**src/logic/sasx_pkg.sv**
```systemverilog
// Purpose: Shared constants and types for the subtract and sleep execution block
// Assumes: 8-bit data path, 7-bit file register address
// Notes:   Operation codes are local to this block
package sasx_pkg;
    localparam int DATA_W = 8;
    localparam int ADDR_W = 7;

    typedef enum logic [2:0] {
        SASX_OP_NONE  = 3'h0,
        SASX_OP_SUBLT = 3'h1,
        SASX_OP_SUBRG = 3'h2,
        SASX_OP_SUBBR = 3'h3,
        SASX_OP_SLEEP = 3'h4
    } sasx_op_type;

    typedef enum logic [0:0] {
        SASX_RUN   = 1'b0,
        SASX_ASLP  = 1'b1
    } sasx_state_type;

    localparam logic [7:0] ACC_RST      = 8'h00;
    localparam logic [7:0] WDOG_CNT_CLR     = 8'h00;
    localparam logic [7:0] PRESCALE_CLR     = 8'h00;
    localparam logic       CARRY_RST        = 1'b0;
    localparam logic       DIGIT_CARRY_RST  = 1'b0;
    localparam logic       ZERO_RST         = 1'b0;
    localparam logic       POWER_DOWN_N_RST = 1'b1;
    localparam logic       TIME_OUT_N_RST   = 1'b1;
    localparam logic       WRITE_EN_RST     = 1'b0;
    localparam logic [6:0] WADDR_RST        = 7'h00;
    localparam logic [7:0] WDATA_RST        = 8'h00;
    localparam logic       WDOG_CLR_RST     = 1'b0;
    localparam logic [7:0] ACC_ZERO     = 8'h00;
endpackage

```
**src/logic/sasx_exec.sv**
```systemverilog
// Purpose: Executes three subtract instructions and the sleep entry instruction
// Assumes: One instruction per cycle on op_valid; file register read data arrives with it
// Notes:   Asleep state holds until wake; all ops ignored while asleep
//
// Our own choices: strobed register access and the address map.
`timescale 1ns/1ps

// Contract
// - Subtract-from-literal computes literal minus accumulator and writes the accumulator.
// - For that op carry is 0 when acc exceeds literal and digit carry is 0 when acc low nibble exceeds literal's.
// - Every subtract updates carry, digit carry and zero and no other status flag.
// - Subtract-from-register computes register minus accumulator, result to acc when dest is 0 else register.
// - Subtract-with-borrow computes register minus acc minus inverted carry, routed by dest the same way.
// - Sleep clears the active-low power-down flag and sets the active-low time-out flag.
// - Sleep clears the watchdog counter and its prescaler; this block only raises watchdog_clear for one cycle and holds no counter.
// - After sleep the oscillator stops and execution halts.
module sasx_exec (
    input  wire logic                      ref_clk,
    input  wire logic                      rst,
    input  wire logic                      op_valid,
    input  wire sasx_pkg::sasx_op_type     op_code,
    input  wire logic [7:0]                literal,
    input  wire logic [6:0]                reg_addr,
    input  wire logic                      dest_sel,
    input  wire logic [7:0]                reg_rdata,
    input  wire logic                      wake,
    output logic [7:0]                     acc,
    output logic                           carry_flag,
    output logic                           digit_carry_flag,
    output logic                           zero_flag,
    output logic                           power_down_flag_n,
    output logic                           time_out_flag_n,
    output logic                           reg_we,
    output logic [6:0]                     reg_waddr,
    output logic [7:0]                     reg_wdata,
    output logic                           watchdog_clear,
    output logic                           osc_run,
    output logic                           core_halted
);
    typedef struct packed {
        sasx_pkg::sasx_state_type st;
        logic [7:0]               acc;
        logic                     c;
        logic                     digc;
        logic                     z;
        logic                     pwr_dn_n;
        logic                     tmo_n;
        logic                     we;
        logic [6:0]               waddr;
        logic [7:0]               wdata;
        logic                     wdog_clr;
    } sasx_regs_type;

    sasx_regs_type s_r;
    sasx_regs_type s_nxt;

    logic [8:0] diff;
    logic [4:0] ldiff;
    logic [7:0] mnd;
    logic       bin;
    logic       is_sub;

    // True for the three subtract codes; sleep, no-op and spare codes fall out
    function automatic logic is_subtract(input sasx_pkg::sasx_op_type op);
        return op == sasx_pkg::SASX_OP_SUBLT || op == sasx_pkg::SASX_OP_SUBRG
               || op == sasx_pkg::SASX_OP_SUBBR;
    endfunction

    always_comb begin
        s_nxt          = s_r;
        s_nxt.we       = 1'b0;
        s_nxt.wdog_clr = 1'b0;
        mnd    = (op_code == sasx_pkg::SASX_OP_SUBLT) ? literal : reg_rdata;
        bin    = (op_code == sasx_pkg::SASX_OP_SUBBR) ? ~s_r.c : 1'b0;
        // Nine-bit difference; bit 8 clear means no borrow, i.e. carry set
        diff   = {1'b0, mnd} - {1'b0, s_r.acc} - {8'h00, bin};
        // Low nibble takes the same borrow so digit carry tracks the full subtract
        ldiff  = {1'b0, mnd[3:0]} - {1'b0, s_r.acc[3:0]} - {4'h0, bin};
        is_sub = op_valid && s_r.st == sasx_pkg::SASX_RUN && is_subtract(op_code);
        if (is_sub) begin
            s_nxt.c    = ~diff[8];
            s_nxt.digc = ~ldiff[4];
            s_nxt.z    = (diff[7:0] == sasx_pkg::ACC_ZERO);
            if (op_code == sasx_pkg::SASX_OP_SUBLT || !dest_sel) begin
                s_nxt.acc = diff[7:0];
            end else begin
                s_nxt.we    = 1'b1;
                s_nxt.waddr = reg_addr;
                s_nxt.wdata = diff[7:0];
            end
        end
        unique case (s_r.st)
            sasx_pkg::SASX_RUN: begin
                if (op_valid && op_code == sasx_pkg::SASX_OP_SLEEP) begin
                    s_nxt.pwr_dn_n = 1'b0;
                    s_nxt.tmo_n    = 1'b1;
                    s_nxt.wdog_clr = 1'b1;
                    s_nxt.st       = sasx_pkg::SASX_ASLP;
                end
            end
            sasx_pkg::SASX_ASLP: begin
                if (wake) begin
                    s_nxt.st = sasx_pkg::SASX_RUN;
                end
            end
        endcase
    end

    always_ff @(posedge ref_clk or posedge rst) begin
        if (rst) begin
            s_r.st       <= sasx_pkg::SASX_RUN;
            s_r.acc      <= sasx_pkg::ACC_RST;
            s_r.c        <= sasx_pkg::CARRY_RST;
            s_r.digc     <= sasx_pkg::DIGIT_CARRY_RST;
            s_r.z        <= sasx_pkg::ZERO_RST;
            s_r.pwr_dn_n <= sasx_pkg::POWER_DOWN_N_RST;
            s_r.tmo_n    <= sasx_pkg::TIME_OUT_N_RST;
            s_r.we       <= sasx_pkg::WRITE_EN_RST;
            s_r.waddr    <= sasx_pkg::WADDR_RST;
            s_r.wdata    <= sasx_pkg::WDATA_RST;
            s_r.wdog_clr <= sasx_pkg::WDOG_CLR_RST;
        end else begin
            s_r <= s_nxt;
        end
    end

    assign acc               = s_r.acc;
    assign carry_flag        = s_r.c;
    assign digit_carry_flag  = s_r.digc;
    assign zero_flag         = s_r.z;
    assign power_down_flag_n = s_r.pwr_dn_n;
    assign time_out_flag_n   = s_r.tmo_n;
    assign reg_we            = s_r.we;
    assign reg_waddr         = s_r.waddr;
    assign reg_wdata         = s_r.wdata;
    assign watchdog_clear    = s_r.wdog_clr;
    assign osc_run           = (s_r.st == sasx_pkg::SASX_RUN);
    assign core_halted       = (s_r.st == sasx_pkg::SASX_ASLP);
endmodule

```
**config.mk**
```make
export PLATFORM = sky130hd
export DESIGN_NAME = sasx_exec
export DESIGN_NICKNAME = d
export VERILOG_FILES = /design/src/logic/sasx_pkg.sv /design/src/logic/sasx_exec.sv
export SDC_FILE = /design/constraint.sdc
export NUM_CORES = 1
export LEC_CHECK = 0
export BUFFER_PORTS_ARGS = -buffer_cell sky130_fd_sc_hd__buf_2
export CAP_MARGIN = 5
export CORE_ASPECT_RATIO = 0.75
export CORE_MARGIN = 2
export CORE_UTILIZATION = 51
export CTS_BUF_LIST = sky130_fd_sc_hd__clkbuf_4
export DETAILED_ROUTE_END_ITERATION = 12
export PLACE_DENSITY = 0.82
export SYNTH_ARGS = -nofsm -noshare
export SYNTH_HDL_FRONTEND = slang
export SYNTH_SLANG_ARGS = --single-unit
```
**constraint.sdc**
```tcl
create_clock -name ref_clk -period 3.2 [get_ports ref_clk]
set_input_delay 0.64 -clock ref_clk [delete_from_list [all_inputs] [get_ports ref_clk]]
set_output_delay 0.64 -clock ref_clk [all_outputs]
set_load 0.03 [all_outputs]
```
# ---- Word level (Yosys, flattened, before mapping)
# Cells that the tools add are included.
dict set report word_totals {
  reg_bits 30
  inputBits 31
  latchBits 0
  n_memories 0
  mem_bits_ro 0
  out_inout_bits 32
  ram_bits 0
}
dict set report op_classes {
  reduce_logical 11
  n_eq_ne 4
  shift 0
  n_bitwise 5
  div_mod_pow 0
  order_cmp 0
  multipliers 0
  addsub 4
  mux 8
}
# operator n
set ops {}
lappend ops {{16-bit two-way mux} 2}
lappend ops {{8-bit by 8-bit subtractor with 9-bit output} 1}
lappend ops {{9-bit by 1-bit subtractor with 9-bit output} 1}
lappend ops {{8-bit zero test} 1}
lappend ops {{8-bit two-way mux} 1}
lappend ops {{3-bit by 2-bit equality test with 1-bit output, second input constant} 2}
lappend ops {{2-bit AND reduction} 3}
lappend ops {{1-bit inverter} 5}
lappend ops {{4-bit by 4-bit subtractor with 5-bit output} 1}
lappend ops {{5-bit by 1-bit subtractor with 5-bit output} 1}
lappend ops {{1-bit two-way mux} 4}
lappend ops {{3-bit by 1-bit equality test with 1-bit output, second input constant} 1}
lappend ops {{3-bit equality test, second input constant} 1}
lappend ops {{1-bit logical AND} 3}
lappend ops {{1-bit logical OR} 3}
lappend ops {{1-bit one-hot mux with 2 select lines} 1}
lappend ops {{1-bit zero test} 1}

# ---- Longest topological paths before layout
# Gate-level depths: netlist (run 1).
dict set report depth {
  depth_word 6
  mapped_depth 11
  ltp_nobuf 10
}

# ---- Worst setup path before layout (run 1)
# No wires, ideal clock.
dict set report synth_path {
  kind {input-to-reg}
  from {in op_code[2]}
  to {reg s_r, in the netlist zero_flag}
  arrival_ps 3268
  path_stages 11
  required_ps 3078
  slack_ps -190
  cell_sequence {or3b_4 > buf_2 > mux2i_1 > ha_1 > inv_1 > ha_1 > or4b_2 > a211oi_1 > o31ai_1 > xnor2_1 > a32o_1}
}
dict set report synth_between {
  elab_chain_len 5
  elab_cells_between_ends 11
  cone_classes {add/sub: 2; eq/ne: 3; mux: 2; reduce/logical: 4}
}
# element line
set synth_lines {}
lappend synth_lines {{start, declared} sasx_exec.sv:21} ;# input wire sasx_pkg::sasx_op_type op_code,
lappend synth_lines {{3-bit by 1-bit equality test with 1-bit output} {sasx_exec.sv:65, sasx_exec.sv:73}}
lappend synth_lines {{8-bit two-way mux} sasx_exec.sv:73} ;# mnd = (op_code == sasx_pkg::SASX_OP_SUBLT) ? literal : reg_rdata;
lappend synth_lines {{8-bit by 8-bit subtractor with 9-bit output} sasx_exec.sv:76} ;# diff = {1'b0, mnd} - {1'b0, s_r.acc} - {8'h00, bin};
lappend synth_lines {{9-bit by 1-bit subtractor with 9-bit output} sasx_exec.sv:76}
lappend synth_lines {{8-bit zero test} sasx_exec.sv:83} ;# s_nxt.z = (diff[7:0] == sasx_pkg::ACC_ZERO);
lappend synth_lines {{end signal, assigned} sasx_exec.sv:123} ;# s_r <= s_nxt;
lappend synth_lines {{end, declared} sasx_exec.sv:54} ;# sasx_regs_type s_r;
# Several ways; a longest one is shown, not always the timed one.
# A chain may end at the register's enable or synchronous reset.

# ---- Worst setup path in the final report (run 1)
# Ends and elaborated chain as after synthesis.

==> results by group, run 1 <==
CTS
  – TritonCTS clock tree: yes
  – Worst-Skew Late Latency: 340 ps
  – CTS-repair resized insts: 0
  – Clock slew at reported path FFs: 100 ps
  – Clock Sinks: 30
  – CTS max path bufs: 2
  – Setup bufs post-CTS: 0
  – H-Tree Depth: 2
  – Clock root buffer: clkbuf_4
  – Post-CTS Hold Buffers: 0
  – Num CTS Buffers: 5

Die
  – Full die area: 3945 µm²
  – # IOs: 63
  – Row count: 18
  – Core area: 3288 µm²
  – Die Y: 54.90 µm
  – Initial Utilization: 53.58%
  – Die width: 71.87 µm

Place
  – Cells after DPL: 289
  – Port bufs: 61
  – Hpwl dp: 3339 µm
  – Routability congestion estimate: 0.8675

Routing
  – Total Wirelength: 4263 µm
  – Vias per cell: 5.327
  – 1st-iter DRT viols: 104
  – Wire per inst: 14.35 µm
  – Router iterations before antenna repair: 4
  – Post-route ant nets: 0
  – DRC viols: 0
  – Routed vias: 1582

STA
  – Setup TNS: 0 ps
  – Final Max Slew Viols: 0
  – Final hold viol count: 0
  – RSZ-0062 raised after global routing: false
  – Final Cycle Share: 95.42%
  – Rel. slew slack: 54.46%
  – Final setup viols: 0
  – Max Clk Rate: 0.3275 GHz
  – Worst-Margin Slew: 674.5 ps
  – Fin Hold WS: 358.1 ps
  – Clock skew: 7.932 ps
  – Post-layout min period: 3053 ps

Synthesis
  – Largest family of logic cells by synthesized area: simple AND/OR/NAND/NOR gates
  – Synth warnings: 0
  – Yosys top cell area share: 41.19%
  – Avg Cell Area, Syn: 10.12 µm²
  – Xor/xnor cell area share of the yosys netlist: 2.486%
  – Top cells by count, synth: dfrtp_1 (29), nand2_1 (23), inv_1 (18)
  – Top FF cell, synth: dfrtp_1
  – Count leader, synth: dfrtp_1
  – Post-Syn Instances: 174
  – Adder-Cell Fraction of Synth Area: 10.80%
  – Distinct cells, synth: 41
  – Syn Std Cell Area: 1762 µm²
  – Synth area leaders: dfrtp_1 (41%), ha_1 (8.5%), mux2_2 (7.0%), nand2_1 (4.9%), mux2i_1 (4.0%)
  – Synthesized Nets: 219
  – Synth Area in Compound Gates: 12.57%
  – Yosys reg bits: 30
  – Post-synth ARST share: 100.0%
  – Simple-gate share of the synthesized area: 14.70%
  – Post-synthesis mux area share: 11.01%
  – Post-synth EDFFs: 0
  – Sequential element share of the synthesized area: 42.68%
  – Synth area leader: dfrtp_1

Setup path
  – CP top delay family: compound AO/OA/AOI/OAI gates
  – Reg2Reg Setup Slack: 420 ps
  – Reg2Reg Launch Point: carry_flag$_DFFE_PP0P_
  – Crit path launch: op_code[2]
  – Critical Path RT: 3480 ps
  – CP Launch Type: primary input
  – Endpoint class of the critical path: flop
  – Worst path max stage delay: 480 ps
  – WS Path Type: primary input to flop
  – Critical Path Fanout Max: 8
  – Worst path cell trace: buf_2, or3b_4, mux2i_1, ha_1, inv_1, ha_4, a21boi_1, o211a_1, or3_1, a2111oi_2, a32o_1
  – Worst Path Buf+Inv: 2
  – Crit-path slowest cell: or3b_4
  – Critical Path AT: 3340 ps

Layout
  – Share of cells above drive strength 1: 42.02%
  – # fillers: 258
  – Post-layout util: 70.36%
  – Syn-to-layout area delta: 31.32%
  – Ant diodes: 0
  – Final cell count without fillers: 297
  – # nets final: 301

Status
  – Status: complete, no violations

Hold path
  – Hold Crit Class: primary input to async pin

Pwr
  – PD cells: 1015 nW/µm²
  – Peak VDD IR: 0.6184 mV
  – Pwr Total: 2.348 mW
  – Pleak: 1.246 nW

GRT
  – Global-route wire length before repair: 6858 µm
  – Largest net degree at the start of global routing: 31
  – Overflow after GRT: 0
  – Vias in the first global route: 1480
  – Initial antenna violation count: 0
  – Global-route usage over all layers: 23.65%

Run
  – MaxCap Viol Count: 0
[power breakdown]
part / leakage [nW] / internal, mW / switching, mW
sequential: 0.371 / 0.514 / 0.0969
combinational: 0.840 / 0.623 / 0.886
clock: 0.0354 / 0.0919 / 0.136
total: 1.25 / 1.23 / 1.12
[placed cells by master, fill, tap and decap left out, drive strengths merged, types with 3 or more instances in the layout]
master	netlist	layout
xnor2	4	4
mux2i	7	7
o21ai	13	13
and2	4	4
mux2	11	11
or3	3	3
clkbuf	2	6
buf	4	81
inv	18	18
a21oi	5	5
nand2	23	23
dfrtp	29	29
nor2	5	5
ha	12	12
[area by class of cell]
type | count | area (µm²) | share of cell area (%)
Multi-Input combinational cell | 120 | 933.4 | 40.35
Clock inverter | 2 | 10.01 | 0.4327
Inverter | 18 | 67.56 | 2.920
Timing Repair Buffer | 81 | 455.4 | 19.69
Tap cell | 40 | 50.05 | 2.163
Clock buffer | 6 | 45.04 | 1.947
Sequential cell | 30 | 752.0 | 32.50
[sequential cells by signal, summed over array words and instances (netlist names)]
register / count
carry_flag: 1
core_halted: 1
digit_carry_flag: 1
reg_waddr: 7
zero_flag: 1
watchdog_clear: 1
reg_wdata: 8
reg_we: 1
acc: 8
power_down_flag_n: 1
[metal layers]
layer	vias up	part of all wire, %	routed length, µm	track usage [%]
li1	774	-	-	-
met1	743	46	1960	30.16
met2	57	46	1952	39.20
met3	8	6.6	280	5.797
met4	0	1.6	70	10.69
met5	-	0	0	0
[tightest hold or removal path: cells and delay by family]
kind | cells | cell delay, ps
buf+inv | 3 | 480
[kinds of logic after synthesis]
logic type,count (synthesis)
AOI/OAI and AO/OA,32
xor gates and xnor gates,5
adders and majority gates,14
buffers and inverters,24
DFF,30
muxes,18
other,1
and+or+nand+nor,50
[per-stage QoR]
step                      area (µm²)  worst slack [ps]
after floorplan                 1789             6.980
after global placement          2258            -119.2
after detailed placement        2258            -193.9
after CTS                       2313             152.6
after global routing            2313             38.48
final                           2313             146.6
[final timing paths]
| check | endpoint | cells past startpoint |
|---|---|---|
| min reg2reg | reg_wdata[2]$_DFFE_PP0P_ | 2 |
| min in group ref_clk | core_halted$_DFF_PP0_ | 2 |
| min | acc[7]$_DFFE_PP0P_ | 3 |
| max | zero_flag$_DFFE_PP0P_ | 11 |
| max in group asynchronous | power_down_flag_n$_DFFE_PP1P_ | 3 |
| max reg2reg | acc[5]$_DFFE_PP0P_ | 8 |
Note: power is estimated with default switching activity, not from simulation.
==> inputs of run 2 (changes only) <==
- CORE_UTILIZATION: 51 -> 55
- PLACE_DENSITY: 0.82 -> 0.87
- SETUP_SLACK_MARGIN: unset -> 0.2
- clock period: 3.2 -> 3.6 ns (I/O delays scaled with it)
==> results by group, run 2 (synthesized netlist as in run 1, its figures left out) <==
CTS
  – CTS-repair resized insts: 0 (unchanged)
  – H-Tree Depth: 2 (unchanged)
  – Clock Sinks: 30 (unchanged)
  – Worst-Skew Late Latency: 350 ps (about the same)
  – Clock root buffer: clkbuf_4
  – Setup bufs post-CTS: 0 (unchanged)
  – CTS max path bufs: 2 (unchanged)
  – Post-CTS Hold Buffers: 0 (unchanged)
  – Clock slew at reported path FFs: 100 ps (about the same)
  – Num CTS Buffers: 5 (unchanged)
  – TritonCTS clock tree: yes

Die
  – Full die area: 3677 µm² (-6.8%)
  – Core area: 2999 µm² (-8.8%)
  – Die width: 69.35 µm (-3.5%)
  – Row count: 17 (-1)
  – # IOs: 63 (unchanged)
  – Initial Utilization: 58.74% (+5.2 points)
  – Die Y: 53.02 µm (-3.4%)

STA
  – Clock skew: 11.64 ps (+3.707 ps)
  – RSZ-0062 raised after global routing: false
  – Final setup viols: 0 (unchanged)
  – Final Max Slew Viols: 0 (unchanged)
  – Final hold viol count: 0 (unchanged)
  – Setup TNS: 0 ps (unchanged)
  – Fin Hold WS: 428.1 ps (+69.98 ps)
  – Rel. slew slack: 46.84% (-7.6 points)
  – Final Cycle Share: 88.55%
  – Max Clk Rate: 0.3137 GHz
  – Post-layout min period: 3188 ps
  – Worst-Margin Slew: 795.1 ps (+120.7 ps)

Place
  – Routability congestion estimate: 0.8760 (+0.98%)
  – Hpwl dp: 3052 µm (-8.6%)
  – Port bufs: 61 (unchanged)

Routing
  – Vias per cell: 5.387 (+1.1%)
  – Total Wirelength: 3997 µm (-6.2%)
  – 1st-iter DRT viols: 87 (-16%)
  – DRC viols: 0 (unchanged)
  – Routed vias: 1503 (-5.0%)
  – Wire per inst: 14.33 µm (-0.19%)
  – Router iterations before antenna repair: 4 (unchanged)
  – Post-route ant nets: 0 (unchanged)

Layout
  – # fillers: 216 (-16%)
  – # nets final: 285 (-5.3%)
  – Share of cells above drive strength 1: 37.76% (-4.3 points)
  – Syn-to-layout area delta: 24.93%
  – Ant diodes: 0 (unchanged)
  – Most common cell after layout, fill and taps aside: buf_2
  – Most frequent cells in the layout: buf_2 (61), dfrtp_1 (29), nand2_1 (23)
  – Post-layout util: 73.38% (+3.0 points)

GRT
  – Initial antenna violation count: 0 (unchanged)
  – Largest net degree at the start of global routing: 31 (unchanged)
  – Global-route wire length before repair: 6451 µm (-5.9%)
  – Global-route usage over all layers: 23.60% (-0.054 points)
  – Vias in the first global route: 1382 (-6.6%)
  – Overflow after GRT: 0 (unchanged)

Pwr
  – PD cells: 916.1 nW/µm² (-9.7%)
  – Pleak: 1.178 nW (-5.4%)
  – Peak VDD IR: 0.5517 mV (-11%)
  – Pwr Total: 2.016 mW (-14%)

Setup path
  – WS Path Type: primary input to flop
  – CP Launch Type: primary input
  – Crit path launch: op_code[2]
  – Endpoint class of the critical path: flop
  – Critical Path AT: 3480 ps (+140 ps)
  – Critical Path RT: 3890 ps (+410 ps)
  – Reg2Reg Launch Point: carry_flag$_DFFE_PP0P_
  – Critical Path Fanout Max: 12 (+4)

Hold path
  – Hold Crit Class: primary input to async pin

Run
  – MaxCap Viol Count: 0 (unchanged)

Status
  – Status: complete, no violations
==> run 2: cell count changes in the layout (fill, tap and decap cells not counted) <==
cell / delta
clkbuf_4: -1
buf_4: -16
ha_1: +1
bufinv_16: +1
ha_4: -1
==> run 2: cell type report <==
cell class / count / area [µm²] / area share, %
clock inverters: 3 / 40.04 / 1.819
well taps: 38 / 47.55 / 2.160
multi-input cells: 120 / 920.9 / 41.84
clock buffers: 5 / 37.54 / 1.706
inverters: 18 / 67.56 / 3.070
repair buffers: 65 / 335.3 / 15.24
flip-flops and latches: 30 / 752.0 / 34.17
==> run 2: power breakdown <==
| group | switching [mW] | internal (mW) | total (mW) |
|---|---|---|---|
| clock | 0.124 | 0.144 | 0.268 |
| sequential | 0.0735 | 0.457 | 0.530 |
| combinational | 0.758 | 0.460 | 1.22 |
==> run 2: final timing paths <==
check	to	slack, ps	cells past startpoint
max in group asynchronous	power_down_flag_n$_DFFE_PP1P_	2850	3
min in group ref_clk	reg_wdata[0]$_DFFE_PP0P_	490	2
hold reg to reg	reg_wdata[0]$_DFFE_PP0P_	490	2
hold / removal	reg_wdata[0]$_DFFE_PP0P_	430	3
setup reg to reg	zero_flag$_DFFE_PP0P_	840	9
setup / recovery	zero_flag$_DFFE_PP0P_	410	11
==> run 2: worst max-delay path, stage by stage <==
cell	delay, ps
buf_2	130
or3b_4	510
mux2i_1	160
ha_1	280
inv_1	40
ha_1	300
a21boi_1	140
o211a_1	230
or3_1	380
a2111oi_2	370
a32o_1	200
==> run 2: per-layer routing <==
metal  vias up  GRT usage [%]  routed length [µm]
li1        739              -                   -
met1       703          31.67                1879
met2        53          36.70                1783
met3         8          5.714                 261
met4         0          10.78                  72
met5         -              0                   0
==> run 2: per-stage QoR <==
stage / instances / cell area (µm²) / setup slack (ps)
6_report: 279 / 2201 / 412.3
5_1_grt: 279 / 2201 / 232.1
4_1_cts: 279 / 2201 / 409.7
3_5_place_dp: 271 / 2123 / 64.31
3_3_place_gp: 271 / 2123 / 131.5
2_1_floorplan: 174 / 1773 / 215.0
